`src/rms_regs.svh`:
```
// Register offsets, field positions and reset values for the misc status slice
`ifndef RMS_REGS_SVH
`define RMS_REGS_SVH

// ****************************************************************
// Register indices (printed offsets are not all word aligned)
// ****************************************************************
`define RMS_IDX_EDGE_STATUS   8'h1c
`define RMS_IDX_RSVD_1D       8'h1d
`define RMS_IDX_FORCE_CHANGE  8'h1e
`define RMS_IDX_RATE_SHADOW   8'h1f
`define RMS_IDX_FIFO_SHADOW   8'h20
`define RMS_IDX_IRQ_MASK      8'h30

// ****************************************************************
// Field layout and reset values
// ****************************************************************
`define RMS_EDGE_BITS         6
`define RMS_EDGE_RST          8'h00
`define RMS_FORCE_RST         2'h3
`define RMS_FORCE_D0          0
`define RMS_FORCE_D1          1
`define RMS_RATE_RSVD_MASK    8'hdf
`define RMS_FIFO_RSVD_MASK    8'hcf

`endif

```
`src/rms_pkg.sv`:
```
// Types shared by the misc status slice
package rms_pkg;
  // APB slave phase
  typedef enum logic [1:0] {
    RMS_IDLE   = 2'b01,
    RMS_ACCESS = 2'b10
  } rms_apb_state_t;
endpackage

```
`src/rms_edge_detect.sv`:
```
// Synchroniser and either-edge detector for the general purpose event pins
module rms_edge_detect #(
  parameter int WIDTH = 6
) (
  // Clock and reset
  input  wire logic             clock,
  input  wire logic             rst_n,
  // Pins and events
  input  wire logic [WIDTH-1:0] pin_in,
  output logic      [WIDTH-1:0] edge_pulse
);

  logic [WIDTH-1:0] sync1_q;  // First stage, read only by second
  logic [WIDTH-1:0] sync2_q;  // Second stage
  logic [WIDTH-1:0] prev_q;   // Delayed copy for edge compare
  logic [2:0]       fill_q;   // Ones shift in as the chain fills after reset

  // ****************************************************************
  // Two-stage synchroniser then history
  // ****************************************************************
  always_ff @(posedge clock or negedge rst_n) begin
    if (!rst_n) begin
      sync1_q <= '0;
      sync2_q <= '0;
      prev_q  <= '0;
      fill_q  <= 3'h0;
    end else begin
      sync1_q <= pin_in;
      sync2_q <= sync1_q;
      prev_q  <= sync2_q;
      fill_q  <= {fill_q[1:0], 1'b1};
    end
  end

  // Either edge gives a one-cycle pulse, held off until the chain has filled
  // after reset, so a pin already high at release raises no false event; the
  // cost is that a pin change before the first clock after release is missed
  assign edge_pulse = (sync2_q ^ prev_q) & {WIDTH{fill_q[2]}};
endmodule

```
`src/rms_misc_regs.sv`:
```
// APB register slice: edge event status, force media change and two shadows
//
// The APB interface to the registers was chosen for this implementation.
`include "rms_regs.svh"

// Overview of operation
// - Writing one clears status bits 5:0
// - Either edge on pin sets sticky bit
// - Status bits 7:6 read zero
// - Status resets to zero
// - Location 0x1d reads zero
// - Force bits reset to ones
// - Software sets force bits, never clears
// - Step with select clears force bit
// - Media change flag from select, force, input
// - Rate shadow layout, bit 5 zero
// - Serial FIFO shadow layout, bits 5:4 zero
module rms_misc_regs #(
  parameter int EDGE_BITS = `RMS_EDGE_BITS
) (
  // Clock and reset
  input  wire logic                 clock,
  input  wire logic                 rst_n,
  // APB slave
  input  wire logic                 psel,
  input  wire logic                 penable,
  input  wire logic                 pwrite,
  input  wire logic [11:0]          paddr,
  input  wire logic [31:0]          pwdata,
  input  wire logic [3:0]           pstrb,
  output logic      [31:0]          prdata,
  output logic                      pready,
  output logic                      pslverr,
  // Event pins
  input  wire logic [EDGE_BITS-1:0] edge_pin,
  // Floppy drive signals
  input  wire logic                 step_pulse_n,
  input  wire logic                 drive_select0_n,
  input  wire logic                 drive_select1_n,
  input  wire logic                 media_changed_in_n,
  output logic                      media_changed_flag,
  // Write-only source registers seen by the shadows
  input  wire logic                 rate_wr_stb,
  input  wire logic [7:0]           rate_wr_data,
  input  wire logic                 fifo_wr_stb,
  input  wire logic [7:0]           fifo_wr_data,
  // Interrupt
  output logic                      irq
);

  // ****************************************************************
  // Declarations
  // ****************************************************************
  rms_pkg::rms_apb_state_t state_q;           // Bus phase
  rms_pkg::rms_apb_state_t state_d;
  logic [EDGE_BITS-1:0]    status_q;          // Sticky edge events
  logic [EDGE_BITS-1:0]    status_d;
  logic [EDGE_BITS-1:0]    mask_q;            // Interrupt mask, one enables
  logic [1:0]              force_q;           // Force media change bits
  logic [1:0]              force_d;
  logic [7:0]              rate_q;            // Floppy rate shadow
  logic [7:0]              fifo_q;            // Serial FIFO shadow
  logic [31:0]             prdata_q;
  logic                    pready_q;
  logic                    pslverr_q;
  logic                    irq_q;
  logic                    flag_q;
  logic [EDGE_BITS-1:0]    edge_pulse;        // From the detector
  logic [2:0]              fl_s1_q;           // Floppy pin first stage
  logic [2:0]              fl_s2_q;           // Floppy pin second stage
  logic                    media_changed_flag_s1_q;
  logic                    media_changed_flag_s2_q;
  logic                    step_prev_q;       // Step history for edge

  // Byte address to register index; the low two address bits are ignored
  function automatic logic [7:0] idx_of(input logic [11:0] a);
    idx_of = a[9:2];
  endfunction

  wire       setup     = psel && !penable;
  wire       take      = psel && penable && (state_q == rms_pkg::RMS_ACCESS);
  wire [7:0] idx       = idx_of(paddr);
  wire       lane0     = pstrb[0];
  wire       hit_stat  = (idx == `RMS_IDX_EDGE_STATUS);
  wire       hit_rsvd  = (idx == `RMS_IDX_RSVD_1D);
  wire       hit_force = (idx == `RMS_IDX_FORCE_CHANGE);
  wire       hit_rate  = (idx == `RMS_IDX_RATE_SHADOW);
  wire       hit_fifo  = (idx == `RMS_IDX_FIFO_SHADOW);
  wire       hit_mask  = (idx == `RMS_IDX_IRQ_MASK);
  wire       mapped    = (paddr[11:10] == 2'b00) && (hit_stat || hit_rsvd || hit_force
                         || hit_rate || hit_fifo || hit_mask);
  // A write lands at the access edge, where the master samples pready high
  wire       wr_ok     = take && pwrite && mapped && lane0;
  wire       wr_stat   = wr_ok && hit_stat;
  wire       wr_force  = wr_ok && hit_force;
  wire       wr_mask   = wr_ok && hit_mask;

  // Synchronised floppy pins, active high
  wire       step_now  = !fl_s2_q[0];
  wire       sel0      = !fl_s2_q[1];
  wire       sel1      = !fl_s2_q[2];
  wire       step_fall = step_now && !step_prev_q;

  // ****************************************************************
  // Edge detection on event pins
  // ****************************************************************
  rms_edge_detect #(
    .WIDTH (EDGE_BITS)
  ) u_edge (
    .clock      (clock),
    .rst_n      (rst_n),
    .pin_in     (edge_pin),
    .edge_pulse (edge_pulse)
  );

  // ****************************************************************
  // Floppy pin synchronisers
  // ****************************************************************
  always_ff @(posedge clock or negedge rst_n) begin
    if (!rst_n) begin
      fl_s1_q     <= 3'h7;
      fl_s2_q     <= 3'h7;
      media_changed_flag_s1_q <= 1'b1;
      media_changed_flag_s2_q <= 1'b1;
      step_prev_q <= 1'b0;
    end else begin
      fl_s1_q     <= {drive_select1_n, drive_select0_n, step_pulse_n};
      fl_s2_q     <= fl_s1_q;
      media_changed_flag_s1_q <= media_changed_in_n;
      media_changed_flag_s2_q <= media_changed_flag_s1_q;
      step_prev_q <= step_now;
    end
  end

  // ****************************************************************
  // Next values of status and force bits
  // ****************************************************************
  // Set wins over a clear in the same cycle so no event is lost
  always_comb begin
    status_d = status_q;
    if (wr_stat) begin
      status_d = status_q & ~pwdata[EDGE_BITS-1:0];
    end
    status_d = status_d | edge_pulse;
  end

  // Software may only set; step clears, and a software set wins over it
  always_comb begin
    force_d = force_q;
    if (step_fall && sel0) begin
      force_d[`RMS_FORCE_D0] = 1'b0;
    end
    if (step_fall && sel1) begin
      force_d[`RMS_FORCE_D1] = 1'b0;
    end
    if (wr_force) begin
      force_d = force_d | pwdata[1:0];
    end
  end

  // ****************************************************************
  // Register storage
  // ****************************************************************
  always_ff @(posedge clock or negedge rst_n) begin
    if (!rst_n) begin
      status_q <= '0;
      force_q  <= `RMS_FORCE_RST;
      mask_q   <= '0;
    end else begin
      status_q <= status_d;
      force_q  <= force_d;
      if (wr_mask) begin
        mask_q <= pwdata[EDGE_BITS-1:0];
      end
    end
  end

  // Shadows follow the write-only sources; reserved bits forced low
  always_ff @(posedge clock or negedge rst_n) begin
    if (!rst_n) begin
      rate_q <= 8'h00;
      fifo_q <= 8'h00;
    end else begin
      if (rate_wr_stb) begin
        rate_q <= rate_wr_data & `RMS_RATE_RSVD_MASK;
      end
      if (fifo_wr_stb) begin
        fifo_q <= fifo_wr_data & `RMS_FIFO_RSVD_MASK;
      end
    end
  end

  // ****************************************************************
  // Read multiplexer
  // ****************************************************************
  logic [7:0] rd_byte;
  always_comb begin
    rd_byte = 8'h00;
    case (1'b1)
      hit_stat:  rd_byte = {2'b00, status_q};
      hit_rsvd:  rd_byte = 8'h00;
      hit_force: rd_byte = {6'h00, force_q};
      hit_rate:  rd_byte = rate_q;
      hit_fifo:  rd_byte = fifo_q;
      hit_mask:  rd_byte = {2'b00, mask_q};
      default:   rd_byte = 8'h00;
    endcase
  end

  // ****************************************************************
  // APB phase machine: answers one cycle after setup, zero wait
  // ****************************************************************
  always_comb begin
    case (state_q)
      rms_pkg::RMS_IDLE:   state_d = setup ? rms_pkg::RMS_ACCESS : rms_pkg::RMS_IDLE;
      rms_pkg::RMS_ACCESS: state_d = rms_pkg::RMS_IDLE;
      default:             state_d = rms_pkg::RMS_IDLE;
    endcase
  end

  // Read data and error are registered in setup so outputs come from flops
  always_ff @(posedge clock or negedge rst_n) begin
    if (!rst_n) begin
      state_q   <= rms_pkg::RMS_IDLE;
      prdata_q  <= 32'h0000_0000;
      pready_q  <= 1'b0;
      pslverr_q <= 1'b0;
    end else begin
      state_q  <= state_d;
      pready_q <= setup;
      if (setup) begin
        prdata_q  <= (pwrite || !mapped) ? 32'h0000_0000 : {24'h00_0000, rd_byte};
        pslverr_q <= !mapped;
      end else if (take) begin
        pslverr_q <= 1'b0;
      end
    end
  end

  // ****************************************************************
  // Media change flag and interrupt, both registered
  // ****************************************************************
  always_ff @(posedge clock or negedge rst_n) begin
    if (!rst_n) begin
      flag_q <= 1'b0;
      irq_q  <= 1'b0;
    end else begin
      flag_q <= (sel0 && force_q[`RMS_FORCE_D0]) ||
                (sel1 && force_q[`RMS_FORCE_D1]) || !media_changed_flag_s2_q;
      irq_q  <= |(status_q & mask_q);
    end
  end

  assign prdata             = prdata_q;
  assign pready             = pready_q;
  assign pslverr            = pslverr_q;
  assign media_changed_flag = flag_q;
  assign irq                = irq_q;

  // ****************************************************************
  // Assertions
  // ****************************************************************
  status_clear_a: assert property (@(posedge clock) disable iff (!rst_n)
    (wr_stat && pwdata[0] && !edge_pulse[0]) |=> !status_q[0])
    else $error("status bit 0 not cleared by write one");

  status_keep_a: assert property (@(posedge clock) disable iff (!rst_n)
    (wr_stat && !pwdata[0] && status_q[0]) |=> status_q[0])
    else $error("status bit 0 cleared by write zero");

  edge_sets_a: assert property (@(posedge clock) disable iff (!rst_n)
    $changed(edge_pin[0]) |-> ##3 status_q[0])
    else $error("pin edge did not set status");

  status_upper_a: assert property (@(posedge clock) disable iff (!rst_n)
    (setup && !pwrite && hit_stat) |=> prdata[7:6] == 2'b00)
    else $error("reserved status bits read non-zero");

  rsvd_zero_a: assert property (@(posedge clock) disable iff (!rst_n)
    (setup && !pwrite && hit_rsvd) |=> prdata == 32'h0000_0000)
    else $error("reserved location read non-zero");

  force_no_clear_a: assert property (@(posedge clock) disable iff (!rst_n)
    (wr_force && force_q[0] && !(step_fall && sel0)) |=> force_q[0])
    else $error("software cleared force bit");

  step_clears_a: assert property (@(posedge clock) disable iff (!rst_n)
    (step_fall && sel1 && !wr_force) |=> !force_q[1])
    else $error("step did not clear force bit 1");

  flag_force_a: assert property (@(posedge clock) disable iff (!rst_n)
    (sel0 && force_q[0]) |=> media_changed_flag)
    else $error("forced media change not reported");

  shadow_rate_a: assert property (@(posedge clock) disable iff (!rst_n)
    rate_wr_stb |=> (rate_q == (($past(rate_wr_data)) & 8'hdf)))
    else $error("rate shadow mismatch");

  shadow_fifo_a: assert property (@(posedge clock) disable iff (!rst_n)
    fifo_wr_stb |=> (fifo_q[5:4] == 2'b00) && (fifo_q[3:0] == $past(fifo_wr_data[3:0])))
    else $error("fifo shadow mismatch");

  force_step0_a: assert property (@(posedge clock) disable iff (!rst_n)
    (step_fall && sel0 && !wr_force) |=> !force_q[0])
    else $error("step did not clear force bit 0");

  force_keep1_a: assert property (@(posedge clock) disable iff (!rst_n)
    (wr_force && force_q[1] && !(step_fall && sel1)) |=> force_q[1])
    else $error("software cleared force bit 1");

  force_set_a: assert property (@(posedge clock) disable iff (!rst_n)
    (wr_force && (pwdata[1:0] == 2'b11)) |=> (force_q == 2'b11))
    else $error("software set of force bits lost");

  flag_input_a: assert property (@(posedge clock) disable iff (!rst_n)
    !media_changed_flag_s2_q |=> media_changed_flag)
    else $error("drive change input not reported");

  flag_idle_a: assert property (@(posedge clock) disable iff (!rst_n)
    (!sel0 && !sel1 && media_changed_flag_s2_q) |=> !media_changed_flag)
    else $error("media change reported with no cause");

  status_hold_a: assert property (@(posedge clock) disable iff (!rst_n)
    (status_q[1] && !(wr_stat && pwdata[1])) |=> status_q[1])
    else $error("status bit 1 lost without a clear");

  irq_level_a: assert property (@(posedge clock) disable iff (!rst_n)
    (|(status_q & mask_q)) |=> irq)
    else $error("unmasked event did not raise interrupt");

  irq_quiet_a: assert property (@(posedge clock) disable iff (!rst_n)
    !(|(status_q & mask_q)) |=> !irq)
    else $error("interrupt high with no unmasked event");

  strobe_skip_a: assert property (@(posedge clock) disable iff (!rst_n)
    (take && pwrite && hit_mask && !lane0) |=> $stable(mask_q))
    else $error("write without byte strobe changed mask");

  unmapped_err_a: assert property (@(posedge clock) disable iff (!rst_n)
    (setup && !mapped) |=> (pready && pslverr))
    else $error("unmapped access not refused");

  pready_pulse_a: assert property (@(posedge clock) disable iff (!rst_n)
    pready |=> !pready)
    else $error("pready held longer than one cycle");
endmodule

```
`config.mk`:
```
export PLATFORM = sky130hd
export DESIGN_NAME = rms_misc_regs
export DESIGN_NICKNAME = d
export VERILOG_FILES = /design/src/rms_pkg.sv /design/src/rms_edge_detect.sv /design/src/rms_misc_regs.sv
export VERILOG_INCLUDE_DIRS = /design/src /design/src/src
export SDC_FILE = /design/constraint.sdc
export NUM_CORES = 1
export LEC_CHECK = 0
export BUFFER_PORTS_ARGS = -buffer_cell sky130_fd_sc_hd__buf_4
export CAP_MARGIN = 20
export CORE_MARGIN = 2
export CORE_UTILIZATION = 52
export DETAILED_ROUTE_END_ITERATION = 10
export PLACE_DENSITY = 0.95
export SETUP_SLACK_MARGIN = 0.4
export SYNTH_ARGS = -nofsm -noshare
export SYNTH_HDL_FRONTEND = slang
export SYNTH_SLANG_ARGS = --single-unit
```
`constraint.sdc`:
```
create_clock -name clock -period 2.79 [get_ports clock]
set_clock_uncertainty 0.2 [all_clocks]
set_input_delay 0.4185 -clock clock [delete_from_list [all_inputs] [get_ports clock]]
set_output_delay 0.4185 -clock clock [all_outputs]
set_load 0.03 [all_outputs]
```
==> results.txt <==
The number of pins exceeding their max-slew limit in the final report was 0. The DRC violation count after routing is 0. The total track usage is between 10% and 20%. The cell area that synthesis handed to floorplanning was just under 3000 um2. The final hold violation count is 31. The max capacitance violation total is 0. After routing, the total negative slack on setup checks comes to 0 ns. The checks that failed: negative hold slack. After the first detailed-routing iteration, the DRC count stood at around 110. The time the worst path needs with I/O delays and setup came out at 1.80 ns.

The overall overflow remaining after global route is 0. Measured along the x axis, the die boundary spans 79.5 um. After floorplanning, the core was sized to cover around 5500 um2. The net count reported at finish is between 300 and 400. In this run, distinct cell masters in the synthesized netlist total between 40 and 50. The static leakage is about 1.7 nW. The count of flip-flops with a built-in enable after synthesis is 0.

The flow ran to the end, but the final reports show violations. On the critical path, the stage with the largest delay is an instance of dfstp_2. The CTS clock-pin slew for the worst setup and hold paths is 0.08 ns.

The biggest cell delay along the critical path is around 0.38 ns. Setup repair after global routing left no endpoint under its margin. The initial antenna violation count came out at 0. The number of clock buffers added by TritonCTS is 9. The count of filler cells inserted in the layout is ~400. The via density per instance came out at between 5 and 6.

The power density over the cells came out at 581 nW/um2. The worst max-slew margin expressed relative to the limit came out at 42.6%. The critical path goes through nor4b_2 > nand3_1 > nor2_4 > mux2_2. The wire length of the first global-routing pass came out at approximately 9000 um.

The initial cell density of the core is around 54%. The boundary pin count is 117. Setup violations remaining at the end of the flow were counted as 0.

In the synthesized netlist, the cells that appear most often are 60 x dfrtp_1, 25 x buf_4, 17 x mux2_2. The detailed-route wire length per cell is around 15 um. The sequential share of the synthesized area came out at 60.4%. The multi-input combinational cells in the finished layout cover a total of 987 um2.

Entering global routing, the biggest net connects between 70 and 80 pins. The diode insertion count for antenna repair is 0. Summing all non-filler instances in the final layout gives an area of ~3700 um2.

The floorplan die area came out at around 6300 um2. The maximum ir drop on the vdd rail is 0.445 mV. The clock insertion delay at the later pin of the skew report is roughly 0.35 ns.

The share of the clock period used by the worst path after layout came out at roughly 65%. In the final layout, the share of cells above drive strength 1 is between 30% and 40%. For this run, asynchronously set or reset flops after synthesis account for 100%. The average cell area after synthesis is roughly 13 um2.

The floorplan row count came out at 27. The placed wire-length estimate after detailed placement came out at 4230 um. The cell area after placement is 3360 um2. The count of nets left with antenna violations once routing finished came out at 0. The count of vias placed by the detailed router came out at a little under 2k. The worst setup path is of the reg2reg kind. The number of global-route vias before repair is 1914. The largest buffer count on any clock path came out at 2. During placement, the flow inserted port buffers numbering 58. The data arrival at the endpoint of the critical path is approximately 1.8 ns.

The commonest register cell after synthesis is dfrtp_1. In this run the worst hold path is classified as in2async. Final hold analysis gives a worst-case slack of -0.0367 ns. STA classifies the critical path startpoint as a register.

The register bit count reported by yosys is between 70 and 80. The synthesized design spends more area on one cell type than any other, namely dfrtp_1. The maximum level of the CTS H-tree is 3. At the worst endpoint, the required time is 2.81 ns.

The post-route total power came out at between 2 and 2.5 mW. Among all cell types in the netlist, the one instantiated most often is dfrtp_1. The count of TritonRoute iterations in the first routing pass is 4.

The total clock sinks is 71. By area the synthesized netlist is led by dfrtp_1 51%, dfstp_2 9.7%, mux2_2 6.5%. The vertical die dimension came out at approximately 80 um. The sequential cell area in the final layout came out at roughly 1800 um2.

The area growth from synthesis to layout is 23.2%. The root buffer cell chosen for the clock tree is clkbuf_8. For this run, the top clock speed supported by timing is 555 MHz.

At the pin with the least slew margin, the transition time is ~0.86 ns. The share of Yosys cell area claimed by the top area cell type came out at about 51%. Leaving out filler cells and counting taps, the final layout contains about 380. The sum of routed wire length over all layers came out at roughly 5800 um. The type of element capturing the critical path is a register. The number of standard cells after synthesis is between 200 and 250. The largest driver fanout on the critical path came out at 6. The congestion estimate from routability-driven global placement came to between 0.8 and 0.9. The clock tree from TritonCTS is done. The number of instances in the placed design is roughly 350.

The Yosys warning count is 0.
-- layout by cell type, fill, tap and decap left out, drive strengths merged, types with 9 or more instances in the layout --
| cell type | count |
|---|---|
| dfrtp | 60 |
| nand2 | 16 |
| conb | 25 |
| clkbuf | 10 |
| buf | 59 |
| dfstp | 11 |
| dlygate4sd3 | 10 |
| inv | 13 |
| mux2 | 19 |
| o21ai | 9 |
-- power breakdown --
part | switching (mW) | internal [mW] | total, mW
Sequential | 0.0237 | 1.08 | 1.10
Combinational | 0.121 | 0.0921 | 0.214
Clock | 0.387 | 0.417 | 0.804
-- metal layers --
metal	vias to the layer above	GRT usage (%)	wire, um
met5	-	0	0
met4	0	7.76	117
met3	13	6.33	433
met2	84	32.5	2950
met1	933	22.8	2310
li1	898	-	-
-- cell type report --
type / instances / area share [%]
sequential: 71 / 49.0
multi-input combinational: 138 / 27.0
timing repair buffer: 69 / 14.9
clock buffer: 10 / 3.49
tap: 72 / 2.47
clock inverter: 6 / 1.88
inverter: 12 / 1.23
-- worst paths after layout --
| kind | cells after the start | end | from | slack, ns |
|---|---|---|---|---|
| worst min register to register | 0 | u_edge.sync2_q[4] | u_edge.sync1_q[4] | 0.15 |
| worst max register to register | 4 | mask_q[0] | state_q[0] | 0.99 |
| max in group asynchronous | 1 | u_edge.fill_q[2] | rst_n | 1.84 |
| min in group clock | 2 | rate_q[0] | rate_wr_data[0] | 0.10 |
| worst min-delay path | 1 | pready | rst_n | -0.04 |
| worst max-delay path | 4 | mask_q[0] | state_q[0] | 0.99 |
-- metrics by stage --
stage               setup WS, ns  util (%)  hold WS, ns
floorplan                   1.01         -      -0.0771
detailed placement         0.741      60.9        0.136
global route               0.878      66.3       0.0407
global placement           0.759      60.9        0.131
CTS                        0.983      66.3      0.00536
finish                     0.989      66.3      -0.0367
-- state kept, by name, summed over array words and instances, names as in the netlist, 2 cells and up --
| name | count |
|---|---|
| state_q | 2 |
| force_q | 2 |
| fl_s1_q | 3 |
| u_edge.prev_q | 6 |
| fl_s2_q | 3 |
| u_edge.fill_q | 3 |
| u_edge.sync2_q | 6 |
| prdata | 8 |
| mask_q | 6 |
| u_edge.sync1_q | 6 |
| rate_q | 7 |
| fifo_q | 6 |
| status_q | 6 |
-- repair_timing --
| item | CTS | global route |
|---|---|---|
| gates resized for setup | 0 | 0 |
| buffers inserted | 0 | 0 |
| hold endpoints to repair | 10 | 0 |
| hold buffers | 10 | 0 |
-- critical path, delay by kind of cell (launching register included) --
| kind | cells | cell delay (ns) |
|---|---|---|
| simple gates | 3 | 0.73 |
| mux | 1 | 0.36 |
| flops | 1 | 0.38 |
-- kinds of logic after synthesis --
group                  Yosys count  synth area share (%)
buffers and inverters           42                  9.24
multiplexers                    23                  8.57
other                            2                 0.253
AO/OA/AOI/OAI                   37                  9.28
AND/OR/NAND/NOR                 47                  10.5
flip-flops                      71                  60.4
XOR/XNOR                         6                  1.77
(Power assumes the default switching activity.)
